$ cat src/pkg/tsc_pkg.sv
/*
  Package for the transmit statistics counter bank: register map, frame
  length bin limits, bus response codes and the event carrier structs.
  Assumes a 32-bit AXI4-Lite register bus and a transmit datapath on the
  same clock that reports one frame per cycle at most.
*/
package tsc_pkg;

  // ------------------------------------------------------------
  // Register map (byte addresses)
  // ------------------------------------------------------------
  localparam logic [15:0] TSC_ADDR_65_127 = 16'h40DC;
  localparam logic [15:0] TSC_ADDR_128_255 = 16'h40E0;
  localparam logic [15:0] TSC_ADDR_256_511 = 16'h40E4;
  localparam logic [15:0] TSC_ADDR_512_1023 = 16'h40E8;
  localparam logic [15:0] TSC_ADDR_1024_UP = 16'h40EC;
  localparam logic [15:0] TSC_ADDR_MCAST = 16'h40F0;
  localparam logic [15:0] TSC_ADDR_BCAST = 16'h40F4;
  localparam logic [15:0] TSC_ADDR_CTX_DONE = 16'h40F8;
  localparam logic [15:0] TSC_ADDR_CTX_FAIL = 16'h40FC;
  localparam logic [15:0] TSC_ADDR_CTRL = 16'h4100;

  localparam int TSC_NCNT = 9;
  localparam int TSC_NBIN = 5;
  localparam logic [31:0] TSC_CNT_RESET = 32'h0000_0000;

  // Counter indices
  localparam int TSC_IDX_MCAST = 5;
  localparam int TSC_IDX_BCAST = 6;
  localparam int TSC_IDX_DONE = 7;
  localparam int TSC_IDX_FAIL = 8;

  // Control register bits
  localparam int TSC_CTRL_TX_EN = 0;
  localparam int TSC_CTRL_TSO_EN = 1;
  localparam logic [1:0] TSC_CTRL_RESET = 2'h0;

  // ------------------------------------------------------------
  // Frame length bin lower bounds (destination address through CRC)
  // ------------------------------------------------------------
  localparam logic [15:0] TSC_LEN_B0 = 16'h0041;
  localparam logic [15:0] TSC_LEN_B1 = 16'h0080;
  localparam logic [15:0] TSC_LEN_B2 = 16'h0100;
  localparam logic [15:0] TSC_LEN_B3 = 16'h0200;
  localparam logic [15:0] TSC_LEN_B4 = 16'h0400;

  localparam logic [1:0] TSC_RESP_OKAY = 2'h0;
  localparam logic [1:0] TSC_RESP_SLVERR = 2'h2;

  // ------------------------------------------------------------
  // Carrier types
  // ------------------------------------------------------------
  typedef struct packed {
    logic        done;       // Frame fully sent, one-cycle pulse
    logic [15:0] len;        // Bytes, destination address through CRC
    logic        partial;    // Cut short by half-duplex collision
    logic        mcast;
    logic        bcast;
    logic        flow_ctrl;  // Pause frame
  } tsc_frame_t;

  typedef struct packed {
    logic       ctx_start;   // New offload context begins
    logic       ctx_last;    // Last segment of context loaded to buffer
    logic       ctx_fail;    // Excessive collisions on a context segment
    logic       len_err;     // Context payload length error
  } tsc_ctx_t;

endpackage

$ cat src/tsc_counters.sv
/*
  Transmit statistics counter bank: five frame-size bins, multicast,
  broadcast, offload contexts done and failed, all read-only over
  AXI4-Lite, plus one control register holding the enables.
  Assumes frame and context events come from logic on sys_clk.
*/
// The AXI4-Lite interface to the registers was chosen for this implementation.
`timescale 1ns/1ps

// Operation
// Count completed frames of 65 to 127 bytes in the first bin.
// Count completed frames of 128 to 255 bytes in the second bin.
// Count completed frames of 256 to 511 bytes in the third bin.
// Count completed frames of 512 to 1023 bytes in the fourth bin.
// Count completed frames of 1024 bytes or more in the largest bin.
// Largest bin includes 1522-byte tagged frames.
// Bins skip partial frames cut short by half-duplex collisions.
// No counter moves while transmit is disabled.
// Bins count frames of every origin alike.
// Count multicast destination frames, clear or secured.
// Multicast count excludes flow-control frames.
// Count broadcast destination frames, clear or secured.
// Count one offload context when its last segment enters the buffer.
// Context count moves only with transmit and offload both enabled.
// A failed context counts as at most one failure.
// Excessive collisions or payload length errors fail the context.
// No indication of how much failed context data went out.
// Each counter is 32 bits wide and starts at zero.
// Each completed frame of 65 bytes or more hits exactly one bin.
module tsc_counters (
  input wire logic sys_clk,
  input wire logic sys_rst,
  input wire tsc_pkg::tsc_frame_t frame_ev,
  input wire tsc_pkg::tsc_ctx_t ctx_ev,
  input wire logic [15:0] s_axi_awaddr,
  input wire logic s_axi_awvalid,
  output logic s_axi_awready,
  input wire logic [31:0] s_axi_wdata,
  input wire logic [3:0] s_axi_wstrb,
  input wire logic s_axi_wvalid,
  output logic s_axi_wready,
  output logic [1:0] s_axi_bresp,
  output logic s_axi_bvalid,
  input wire logic s_axi_bready,
  input wire logic [15:0] s_axi_araddr,
  input wire logic s_axi_arvalid,
  output logic s_axi_arready,
  output logic [31:0] s_axi_rdata,
  output logic [1:0] s_axi_rresp,
  output logic s_axi_rvalid,
  input wire logic s_axi_rready
);

  // ------------------------------------------------------------
  // Enables and event decode
  // ------------------------------------------------------------
  logic [1:0] ctrl_r;
  logic tx_en;
  logic tso_en;
  logic [tsc_pkg::TSC_NCNT-1:0] inc;
  logic [31:0] cnt_r [tsc_pkg::TSC_NCNT];
  logic ctx_failed_r;
  logic frame_ok;

  assign tx_en = ctrl_r[tsc_pkg::TSC_CTRL_TX_EN];
  assign tso_en = ctrl_r[tsc_pkg::TSC_CTRL_TSO_EN];
  // Origin is not an input at all, so every source is binned alike
  assign frame_ok = tx_en && frame_ev.done && !frame_ev.partial;

  // Bins are half-open ranges, so a frame of 65 bytes or more lands in exactly one
  assign inc[0] = frame_ok && frame_ev.len >= tsc_pkg::TSC_LEN_B0
                  && frame_ev.len < tsc_pkg::TSC_LEN_B1;
  assign inc[1] = frame_ok && frame_ev.len >= tsc_pkg::TSC_LEN_B1
                  && frame_ev.len < tsc_pkg::TSC_LEN_B2;
  assign inc[2] = frame_ok && frame_ev.len >= tsc_pkg::TSC_LEN_B2
                  && frame_ev.len < tsc_pkg::TSC_LEN_B3;
  assign inc[3] = frame_ok && frame_ev.len >= tsc_pkg::TSC_LEN_B3
                  && frame_ev.len < tsc_pkg::TSC_LEN_B4;
  // No upper limit, so 1522-byte tagged frames count here too
  assign inc[4] = frame_ok && frame_ev.len >= tsc_pkg::TSC_LEN_B4;

  assign inc[tsc_pkg::TSC_IDX_MCAST] = frame_ok && frame_ev.mcast
                                       && !frame_ev.flow_ctrl;
  assign inc[tsc_pkg::TSC_IDX_BCAST] = frame_ok && frame_ev.bcast;
  assign inc[tsc_pkg::TSC_IDX_DONE] = tx_en && tso_en && ctx_ev.ctx_last;
  // Only the first failure of a context counts; no byte tally is kept
  assign inc[tsc_pkg::TSC_IDX_FAIL] = tx_en && !ctx_failed_r
                                      && (ctx_ev.ctx_fail || ctx_ev.len_err);

  // ------------------------------------------------------------
  // Per-context failure latch
  // ------------------------------------------------------------
  // A fresh context clears the latch; a failure in that same cycle still sets it
  always_ff @(posedge sys_clk or posedge sys_rst) begin
    if (sys_rst) begin
      ctx_failed_r <= 1'b0;
    end else if (tx_en && (ctx_ev.ctx_fail || ctx_ev.len_err)) begin
      ctx_failed_r <= 1'b1;
    end else if (ctx_ev.ctx_start) begin
      ctx_failed_r <= 1'b0;
    end
  end

  // ------------------------------------------------------------
  // Counters
  // ------------------------------------------------------------
  // Counters wrap at 32 bits; software reads differences
  for (genvar i = 0; i < tsc_pkg::TSC_NCNT; i++) begin : g_cnt
    always_ff @(posedge sys_clk or posedge sys_rst) begin
      if (sys_rst) begin
        cnt_r[i] <= tsc_pkg::TSC_CNT_RESET;
      end else if (inc[i]) begin
        cnt_r[i] <= cnt_r[i] + 32'h0000_0001;
      end
    end
  end

  // ------------------------------------------------------------
  // AXI4-Lite write path
  // ------------------------------------------------------------
  logic aw_hold_r;
  logic w_hold_r;
  logic [15:0] awaddr_r;
  logic [31:0] wdata_r;
  logic [3:0] wstrb_r;
  logic do_write;

  assign do_write = aw_hold_r && w_hold_r && !s_axi_bvalid;

  always_ff @(posedge sys_clk or posedge sys_rst) begin
    if (sys_rst) begin
      aw_hold_r <= 1'b0;
      awaddr_r <= 16'h0000;
      s_axi_awready <= 1'b0;
    end else begin
      s_axi_awready <= !aw_hold_r && !s_axi_awready && s_axi_awvalid;
      if (s_axi_awvalid && s_axi_awready) begin
        aw_hold_r <= 1'b1;
        awaddr_r <= s_axi_awaddr;
      end else if (do_write) begin
        aw_hold_r <= 1'b0;
      end
    end
  end

  always_ff @(posedge sys_clk or posedge sys_rst) begin
    if (sys_rst) begin
      w_hold_r <= 1'b0;
      wdata_r <= 32'h0000_0000;
      wstrb_r <= 4'h0;
      s_axi_wready <= 1'b0;
    end else begin
      s_axi_wready <= !w_hold_r && !s_axi_wready && s_axi_wvalid;
      if (s_axi_wvalid && s_axi_wready) begin
        w_hold_r <= 1'b1;
        wdata_r <= s_axi_wdata;
        wstrb_r <= s_axi_wstrb;
      end else if (do_write) begin
        w_hold_r <= 1'b0;
      end
    end
  end

  // Counters are read-only; writes to them are dropped with OKAY
  always_ff @(posedge sys_clk or posedge sys_rst) begin
    if (sys_rst) begin
      ctrl_r <= tsc_pkg::TSC_CTRL_RESET;
    end else if (do_write && awaddr_r[15:2] == tsc_pkg::TSC_ADDR_CTRL[15:2] && wstrb_r[0]) begin
      ctrl_r <= wdata_r[1:0];
    end
  end

  always_ff @(posedge sys_clk or posedge sys_rst) begin
    if (sys_rst) begin
      s_axi_bvalid <= 1'b0;
      s_axi_bresp <= tsc_pkg::TSC_RESP_OKAY;
    end else if (do_write) begin
      s_axi_bvalid <= 1'b1;
      s_axi_bresp <= (awaddr_r[15:2] >= tsc_pkg::TSC_ADDR_65_127[15:2]
                      && awaddr_r[15:2] <= tsc_pkg::TSC_ADDR_CTRL[15:2])
                     ? tsc_pkg::TSC_RESP_OKAY : tsc_pkg::TSC_RESP_SLVERR;
    end else if (s_axi_bready) begin
      s_axi_bvalid <= 1'b0;
    end
  end

  // ------------------------------------------------------------
  // AXI4-Lite read path
  // ------------------------------------------------------------
  logic [31:0] rd_val;
  logic rd_hit;

  always_comb begin
    rd_hit = 1'b1;
    case (s_axi_araddr[15:2])
      tsc_pkg::TSC_ADDR_65_127[15:2]: rd_val = cnt_r[0];
      tsc_pkg::TSC_ADDR_128_255[15:2]: rd_val = cnt_r[1];
      tsc_pkg::TSC_ADDR_256_511[15:2]: rd_val = cnt_r[2];
      tsc_pkg::TSC_ADDR_512_1023[15:2]: rd_val = cnt_r[3];
      tsc_pkg::TSC_ADDR_1024_UP[15:2]: rd_val = cnt_r[4];
      tsc_pkg::TSC_ADDR_MCAST[15:2]: rd_val = cnt_r[tsc_pkg::TSC_IDX_MCAST];
      tsc_pkg::TSC_ADDR_BCAST[15:2]: rd_val = cnt_r[tsc_pkg::TSC_IDX_BCAST];
      tsc_pkg::TSC_ADDR_CTX_DONE[15:2]: rd_val = cnt_r[tsc_pkg::TSC_IDX_DONE];
      tsc_pkg::TSC_ADDR_CTX_FAIL[15:2]: rd_val = cnt_r[tsc_pkg::TSC_IDX_FAIL];
      tsc_pkg::TSC_ADDR_CTRL[15:2]: rd_val = {30'h0, ctrl_r};
      default: begin
        rd_val = 32'h0000_0000;
        rd_hit = 1'b0;
      end
    endcase
  end

  // Address is taken with data in the same edge, so no read address holding
  always_ff @(posedge sys_clk or posedge sys_rst) begin
    if (sys_rst) begin
      s_axi_arready <= 1'b0;
      s_axi_rvalid <= 1'b0;
      s_axi_rdata <= 32'h0000_0000;
      s_axi_rresp <= tsc_pkg::TSC_RESP_OKAY;
    end else begin
      s_axi_arready <= !s_axi_arready && !s_axi_rvalid && s_axi_arvalid;
      if (s_axi_arvalid && s_axi_arready) begin
        s_axi_rvalid <= 1'b1;
        s_axi_rdata <= rd_val;
        s_axi_rresp <= rd_hit ? tsc_pkg::TSC_RESP_OKAY : tsc_pkg::TSC_RESP_SLVERR;
      end else if (s_axi_rready) begin
        s_axi_rvalid <= 1'b0;
      end
    end
  end

endmodule

$ cat config.mk
export PLATFORM = sky130hd
export DESIGN_NAME = tsc_counters
export DESIGN_NICKNAME = d
export VERILOG_FILES = /design/src/pkg/tsc_pkg.sv /design/src/tsc_counters.sv
export SDC_FILE = /design/constraint.sdc
export NUM_CORES = 1
export LEC_CHECK = 0
export ABC_CLOCK_PERIOD_IN_PS = 23300
export BUFFER_PORTS_ARGS = -buffer_cell sky130_fd_sc_hd__buf_4
export CAP_MARGIN = 20
export CELL_PAD_IN_SITES_DETAIL_PLACEMENT = 0
export CELL_PAD_IN_SITES_GLOBAL_PLACEMENT = 1
export CORE_MARGIN = 2
export CORE_UTILIZATION = 50
export CTS_CLUSTER_DIAMETER = 120
export CTS_CLUSTER_SIZE = 14
export DETAILED_ROUTE_END_ITERATION = 6
export PLACE_DENSITY_LB_ADDON = 0.1
export SYNTH_ARGS = -nofsm -noshare
export SYNTH_HDL_FRONTEND = slang
export SYNTH_SLANG_ARGS = --single-unit
$ cat constraint.sdc
create_clock -name sys_clk -period 23.3 [get_ports sys_clk]
set_input_delay 4.66 -clock sys_clk [delete_from_list [all_inputs] [get_ports sys_clk]]
set_output_delay 4.66 -clock sys_clk [all_outputs]
set_load 0.1 [all_outputs]
==> metrics, run 1 <==
largest net degree at the start of global routing=136; Num CTS Buffers=28; post-synthesis sequential area ratio=49.4%; CTS Hold Bufs=0; CTS tree=done; GRT overflow=0; Wirelength per Cell=20.3 um; core area=0.0347 mm2; Synth warnings=0; Async S/R FF share, synth=100%; global-route wire length before repair=71200 um; Setup Fix Bufs, Post-CTS=0; Synth Area per Inst=10.8 um2; CP Data Arrival Time=7.26 ns; post-DR vias/cell=5.91; Row Count=68; critical path type=in -> reg; minimum clock period=6.84 ns; Combinational Power Share=8.6%; grt met3 use=2.87%; Sw Pwr=0.000290 W; clock power share=36.8%; post-route ant nets=0; Slew Viols, Final=0; Design Area, Final=0.0196 mm2; clk sink count=349; commonest cells after routing, fill and taps aside=dfrtp_1, xnor2_1, nand2_1; Initial Util=51.0%; DR DRC count=0; post-synthesis cell count=1632; Req. time, crit path=23.72 ns; Synth cell types=66; CTS clk-pin slew, worst paths=0.07 ns; flops & latches, synth=349; final period utilization=29.3%; vias in the first global route=12.8k; status=finished, final reports clean; Fin Hold WS=0.463 ns; routability cong.=0.821; top_reg_cell synth=dfrtp_1; initial drt markers=870; Setup TNS Final=0 ns; post-CTS sizing=0; GRT met1 Usage=34.7%; die span in y=192 um; share of layout cells above drive strength 1=16.2%; Clock Latency Late Sink=0.56 ns; placed inst area=0.0189 mm2; Fill cells=3039; Layout Area Growth over Synthesis=10.9%; worst ir drop on vdd=0.0635 mV; PortBufs=101; M2 GR Usage=40.3%; DIE WIDTH=192 um; max frequency=0.146 GHz; Post-synth EDFFs=0; synthesized area=0.0177 mm2; final net count=1822; Hold Crit Class=reg -> reg; diodes inserted=0; switching power share of the total=24.8%; final WL=44000 um; Pleak=8.76 nW; global route hottest layer=met2; Worst setup SP type=input port; Detailed Place HPWL=31700 um; Clock Skew=0.0107 ns; All-Layer GR Usage=24.6%; Final Hold Fails=0; io pins=141; H-tree depth=1; Worst Path Max Fanout=66; Reg power frac=54.6%; overall power=0.00117 W; PwrDens=59.6 mW/mm2; unrepaired setup endpoints after global routing=false; Slew headroom=32.0%; antenna violations before repair=1; area of the die=0.0369 mm2; Root Driver=clkbuf_16; dpl cells=2137; max-cap violation count=0; CP endpoint kind=flip-flop; router iterations before antenna repair=5; Max clock buf depth=3; final cell count without fillers=2168; transition time of the tightest slew-check pin=1.02 ns; Setup-failing EPs final=0; P_int=0.000879 W; most common cell after layout, fill and taps aside=dfrtp_1; vias=12.8k
-- cells in the mapped netlist, types with 3 or more instances --
| cell | count | area, um2 |
|---|---|---|
| nand2_1 | 143 | 537 |
| dfrtp_1 | 349 | 8730 |
| nor3_1 | 27 | 135 |
| nand3_1 | 93 | 465 |
| inv_1 | 37 | 139 |
| o21ai_1 | 29 | 145 |
| a32o_1 | 28 | 280 |
| and4_1 | 25 | 219 |
| a221oi_1 | 56 | 490 |
| mux2_2 | 84 | 946 |
| or4_1 | 3 | 22.5 |
| and3_1 | 41 | 257 |
| and3b_1 | 3 | 26.3 |
| buf_4 | 6 | 45.0 |
| buf_2 | 13 | 65.1 |
| nand4_1 | 90 | 563 |
| and2_1 | 21 | 131 |
| mux2i_1 | 3 | 30.0 |
| o21ai_0 | 8 | 40.0 |
| a22oi_1 | 32 | 240 |
| or2_2 | 5 | 31.3 |
| nor3_2 | 9 | 90.1 |
| ha_1 | 9 | 113 |
| mux4_2 | 4 | 90.1 |
| a32oi_1 | 3 | 26.3 |
| clkbuf_1 | 42 | 158 |
| nor4_1 | 11 | 68.8 |
| a21oi_1 | 33 | 165 |
| xor2_1 | 82 | 718 |
| nor4_2 | 6 | 75.1 |
| nand2b_1 | 5 | 31.3 |
| xnor2_1 | 197 | 1730 |
| nor4_4 | 6 | 128 |
| nor2b_1 | 5 | 31.3 |
| nor2_1 | 80 | 300 |
| nor3b_1 | 5 | 37.5 |
-- per-stage QoR --
| step | setup WS [ns] | util (%) |
|---|---|---|
| after floorplan | 8.96 | - |
| after global placement | 15.90 | 54.3 |
| after detailed placement | 15.95 | 54.3 |
| after CTS | 16.52 | 56.4 |
| after global routing | 16.32 | 56.5 |
| final | 16.46 | 56.5 |
-- cell type report --
class | count | area [um2] | share of cell area, %
Clock buffer | 30 | 729 | 3.72
Timing Repair Buffer | 116 | 911 | 4.64
Multi-Input combinational cell | 1181 | 8530 | 43.5
Sequential cell | 349 | 8730 | 44.5
Inverter | 37 | 146 | 0.746
Tap cell | 455 | 569 | 2.90
-- cell families (layout without fill, tap and decap cells) --
| family | after synthesis | after routing | synth area share [%] |
|---|---|---|---|
| AOI/OAI and AO/OA | 204 | 204 | 8.64 |
| xor gates and xnor gates | 279 | 279 | 13.8 |
| adders and majority gates | 9 | 9 | 0.637 |
| buffers and inverters | 103 | 183 | 2.50 |
| DFF | 349 | 349 | 49.4 |
| muxes | 91 | 91 | 6.03 |
| other | 1 | 2 | 0.0212 |
| and+or+nand+nor | 596 | 596 | 19.0 |
-- sequential cells by signal, summed over array words and instances, names as in the netlist, 2 cells and up --
| signal | cells |
|---|---|
| s_axi_rdata | 32 |
| cnt_r | 288 |
| wdata_r | 2 |
| ctrl_r | 2 |
| awaddr_r | 14 |
-- per-layer routing --
metal | wire (um) | part of all wire, %
met1 | 19900 | 45
met2 | 21000 | 48
met3 | 1920 | 4.4
met4 | 1230 | 2.8
met5 | 0 | 0
-- worst max-delay path, cell delays in order --
cell and delay [ns]:
buf_4 0.10, buf_4 0.67, nor2b_2 0.07, buf_4 0.27
a221oi_1 0.49, a21oi_1 0.15, a221oi_1 0.58, o21ai_1 0.11
-- power groups by stage --
stage	clock network, W	logic, W	registers [W]
after floorplan	0	0.0000518	0.000666
after global placement	0	0.000101	0.000649
after detailed placement	0	0.000102	0.000650
after CTS	0.000443	0.000102	0.000639
after global routing	0.000467	0.000110	0.000641
final	0.000430	0.000101	0.000639
-- path summary, 6_finish.rpt --
check                                start               to  depth (start not counted)  slack, ns
min in group asynchronous          sys_rst       cnt_r[253]                          2       4.27
min reg2reg                      aw_hold_r    s_axi_awready                          1       0.46
min                              aw_hold_r    s_axi_awready                          1       0.46
max reg2reg                      ctrl_r[0]        cnt_r[90]                          5      20.48
max                        s_axi_araddr[3]  s_axi_rdata[10]                          8      16.46
max in group asynchronous          sys_rst       cnt_r[274]                          3      17.46
Power figures use the tool's default switching activity.
==> run 2, diff against run 1 <==
--- a/config.mk
+++ b/config.mk
@@ -5,13 +5,14 @@
 export SDC_FILE = /design/constraint.sdc
 export NUM_CORES = 1
 export LEC_CHECK = 0
-export ABC_CLOCK_PERIOD_IN_PS = 23300
+export ABC_AREA = 1
+export ABC_CLOCK_PERIOD_IN_PS = 7100
 export BUFFER_PORTS_ARGS = -buffer_cell sky130_fd_sc_hd__buf_4
 export CAP_MARGIN = 20
 export CELL_PAD_IN_SITES_DETAIL_PLACEMENT = 0
 export CELL_PAD_IN_SITES_GLOBAL_PLACEMENT = 1
 export CORE_MARGIN = 2
-export CORE_UTILIZATION = 50
+export CORE_UTILIZATION = 45
 export CTS_CLUSTER_DIAMETER = 120
 export CTS_CLUSTER_SIZE = 14
 export DETAILED_ROUTE_END_ITERATION = 6
==> constraint.sdc (replaced) <==
create_clock -name sys_clk -period 7.1 [get_ports sys_clk]
set_input_delay 1.42 -clock sys_clk [delete_from_list [all_inputs] [get_ports sys_clk]]
set_output_delay 1.42 -clock sys_clk [all_outputs]
set_load 0.1 [all_outputs]
==> run 2 against run 1 <==
Compared with the run above:
- the flow now finishes with violations (DRC)
- register-to-register slack worse by 16 ns
- non-clock buffer count down 1
- clock-buffer cell count unchanged
- core utilization down 6.5 points
- die area up 33%
- worst hold slack worse by 0.028 ns
- first-iteration DRC count up 82%
- via count up 53%
- routed wire length up 53%
- clock power rose to 3.4 times the previous value
==> metrics, run 2 <==
status=finished with violations; violated checks=DRC; DIE WIDTH=222 um; Post-synth EDFFs=0; diodes inserted=0; Worst path max stage delay=0.47 ns; CP Data Arrival Time=3.93 ns; post-CTS sizing=0; Pleak=11.9 nW; CTS tree=done; Slew headroom=28.3%; Async S/R FF share, synth=100%; clk sink count=349; share of layout cells above drive strength 1=6.68%; Clock Latency Late Sink=0.59 ns; CP endpoint kind=flip-flop; Setup Fix Bufs, Post-CTS=0; Slew Viols, Final=0; routability cong.=0.915; vias=19.7k; post-route ant nets=0; Final Core Density=50.1%; post-synthesis cell count=3019; GRT overflow=0; Wirelength per Cell=18.3 um; Hold Crit Class=reg -> reg; most common cell after layout, fill and taps aside=nand2_1; antenna violations before repair=0; worst-path cell chain=buf_4 -> nor2_1 -> nand2_1 -> nor2_4 -> buf_12 -> buf_12 -> nand3_1 -> nand2_1 -> nor2_1 -> nand3_1 -> nand2_1 -> nand2_1; PwrDens=164 mW/mm2; synthesized area=0.0213 mm2; Setup-failing EPs final=0; synth top area cells=dfrtp_1, nand2_1, nand3_1; critical path type=in -> reg; crit-path most repeated cell=nand2_1; flops & latches, synth=349; Clock Skew=0.0143 ns; Setup TNS Final=0 ns; transition time of the tightest slew-check pin=1.08 ns; final cell count without fillers=3691; Req. time, crit path=7.62 ns; commonest cells after routing, fill and taps aside=nand2_1, nand3_1, nor2_1; Synth warnings=0; All-Layer GR Usage=27.3%; largest net degree at the start of global routing=172; max-cap violation count=0; vias in the first global route=18.6k; Num CTS Buffers=28; initial drt markers=1582; cell taking the most area after synthesis=dfrtp_1; final WL=67400 um; area of the die=0.0491 mm2; die span in y=222 um; dpl cells=3660; post-DR vias/cell=5.33; slowest CP cell=buf_12; DR DRC count=4; final period utilization=48.1%; top_reg_cell synth=dfrtp_1; worst ir drop on vdd=0.197 mV; Final Hold Fails=0; max reg flops=288; Max clock buf depth=3; Synth Area per Inst=7.05 um2; max frequency=0.293 GHz; Worst setup SP type=input port; Synth cell types=40; Largest regs=cnt_r x288, s_axi_rdata x32, awaddr_r x14; top cells by count, synth=nand2_1, nand3_1, nor2_1; io pins=141; final net count=3193; post-synthesis sequential area ratio=41.0%; minimum clock period=3.42 ns; Root Driver=clkbuf_16; H-tree depth=1; Detailed Place HPWL=50700 um; most common cell in the netlist=nand2_1; core area=0.0467 mm2; Row Count=79; area share of the largest cell type after synthesis=41.0%; CTS Hold Bufs=0; CTS clk-pin slew, worst paths=0.07 ns; unrepaired setup endpoints after global routing=false; global-route wire length before repair=106000 um; Biggest register=cnt_r; router iterations before antenna repair=7; Initial Util=45.6%; Layout Area Growth over Synthesis=9.70%; PortBufs=101; Worst Path Max Fanout=126
## run 2: cell count changes in the layout (fill, tap and decap cells not counted), moves of 32 or more
cell / previous run / this run
mux2_2: 84 / 11
a221oi_1: 56 / 0
nor2_1: 80 / 366
inv_1: 36 / 323
and3_1: 41 / 1
nor3_1: 27 / 108
a22oi_1: 32 / 0
o21ai_0: 8 / 42
xor2_1: 82 / 164
nand3_1: 93 / 435
nand2_1: 143 / 910
xnor2_1: 197 / 50
## run 2: cells by family (layout without fill, tap and decap cells)
| kind of cell | Yosys count | in the layout | synth area share (%) |
|---|---|---|---|
| flip-flops | 349 | 349 | 41.0 |
| AND/OR/NAND/NOR | 1965 | 1965 | 40.0 |
| XOR/XNOR | 214 | 214 | 8.80 |
| multiplexers | 12 | 12 | 0.629 |
| adder cells (fa/ha/maj) | 9 | 9 | 0.529 |
| AO/OA/AOI/OAI | 57 | 57 | 1.39 |
| buffers and inverters | 412 | 476 | 7.63 |
| other | 1 | 2 | 0.0176 |
## run 2: cell type report
type | count | area (um2)
clock buffer | 30 | 729
fill | 4775 | 23300
inverter | 331 | 1250
multi-input combinational | 2259 | 11000
sequential | 349 | 8730
tap | 607 | 759
timing repair buffer | 115 | 921
## run 2: worst max-delay path, delay by kind of cell
kind                   cells  cell delay (ns)
AND/OR/NAND/NOR            9             1.33
buffers and inverters      3             1.02
## run 2: layer usage
layer,vias up,wire [um],global-route usage [%]
met5,-,0,0
met4,0,1670,7.13
met2,517,30700,43.8
li1,9688,-,-
met1,9381,31100,39.1
met3,79,4010,3.45
## run 2: path summary, 6_finish.rpt
| path | startpoint | slack, ns | end | cells past startpoint |
|---|---|---|---|---|
| worst max-delay path | s_axi_araddr[13] | 3.68 | s_axi_rdata[21] | 12 |
| worst min-delay path | w_hold_r | 0.43 | s_axi_wready | 1 |
| worst max register to register | ctrl_r[0] | 4.12 | cnt_r[116] | 8 |
| worst min register to register | w_hold_r | 0.43 | s_axi_wready | 1 |
| max in group asynchronous | sys_rst | 4.98 | cnt_r[216] | 3 |
| min in group asynchronous | sys_rst | 0.81 | cnt_r[120] | 2 |
## run 2: metrics by stage
stage | worst slack (ns) | power (W) | cell area (um2) | hold slack (ns)
finish | 3.68 | 0.00384 | 23400 | 0.435
floorplan | 1.01 | 0.00232 | 21300 | 0.409
detailed placement | 3.14 | 0.00242 | 22600 | 0.418
CTS | 3.76 | 0.00389 | 23300 | 0.441
global placement | 3.17 | 0.00241 | 22600 | 0.437
global route | 3.49 | 0.00399 | 23400 | 0.473
## run 2: report_power, final
part	internal, W	switching (W)
sequential	0.00205	0.0000359
combinational	0.0000913	0.000196
clock	0.000717	0.000751
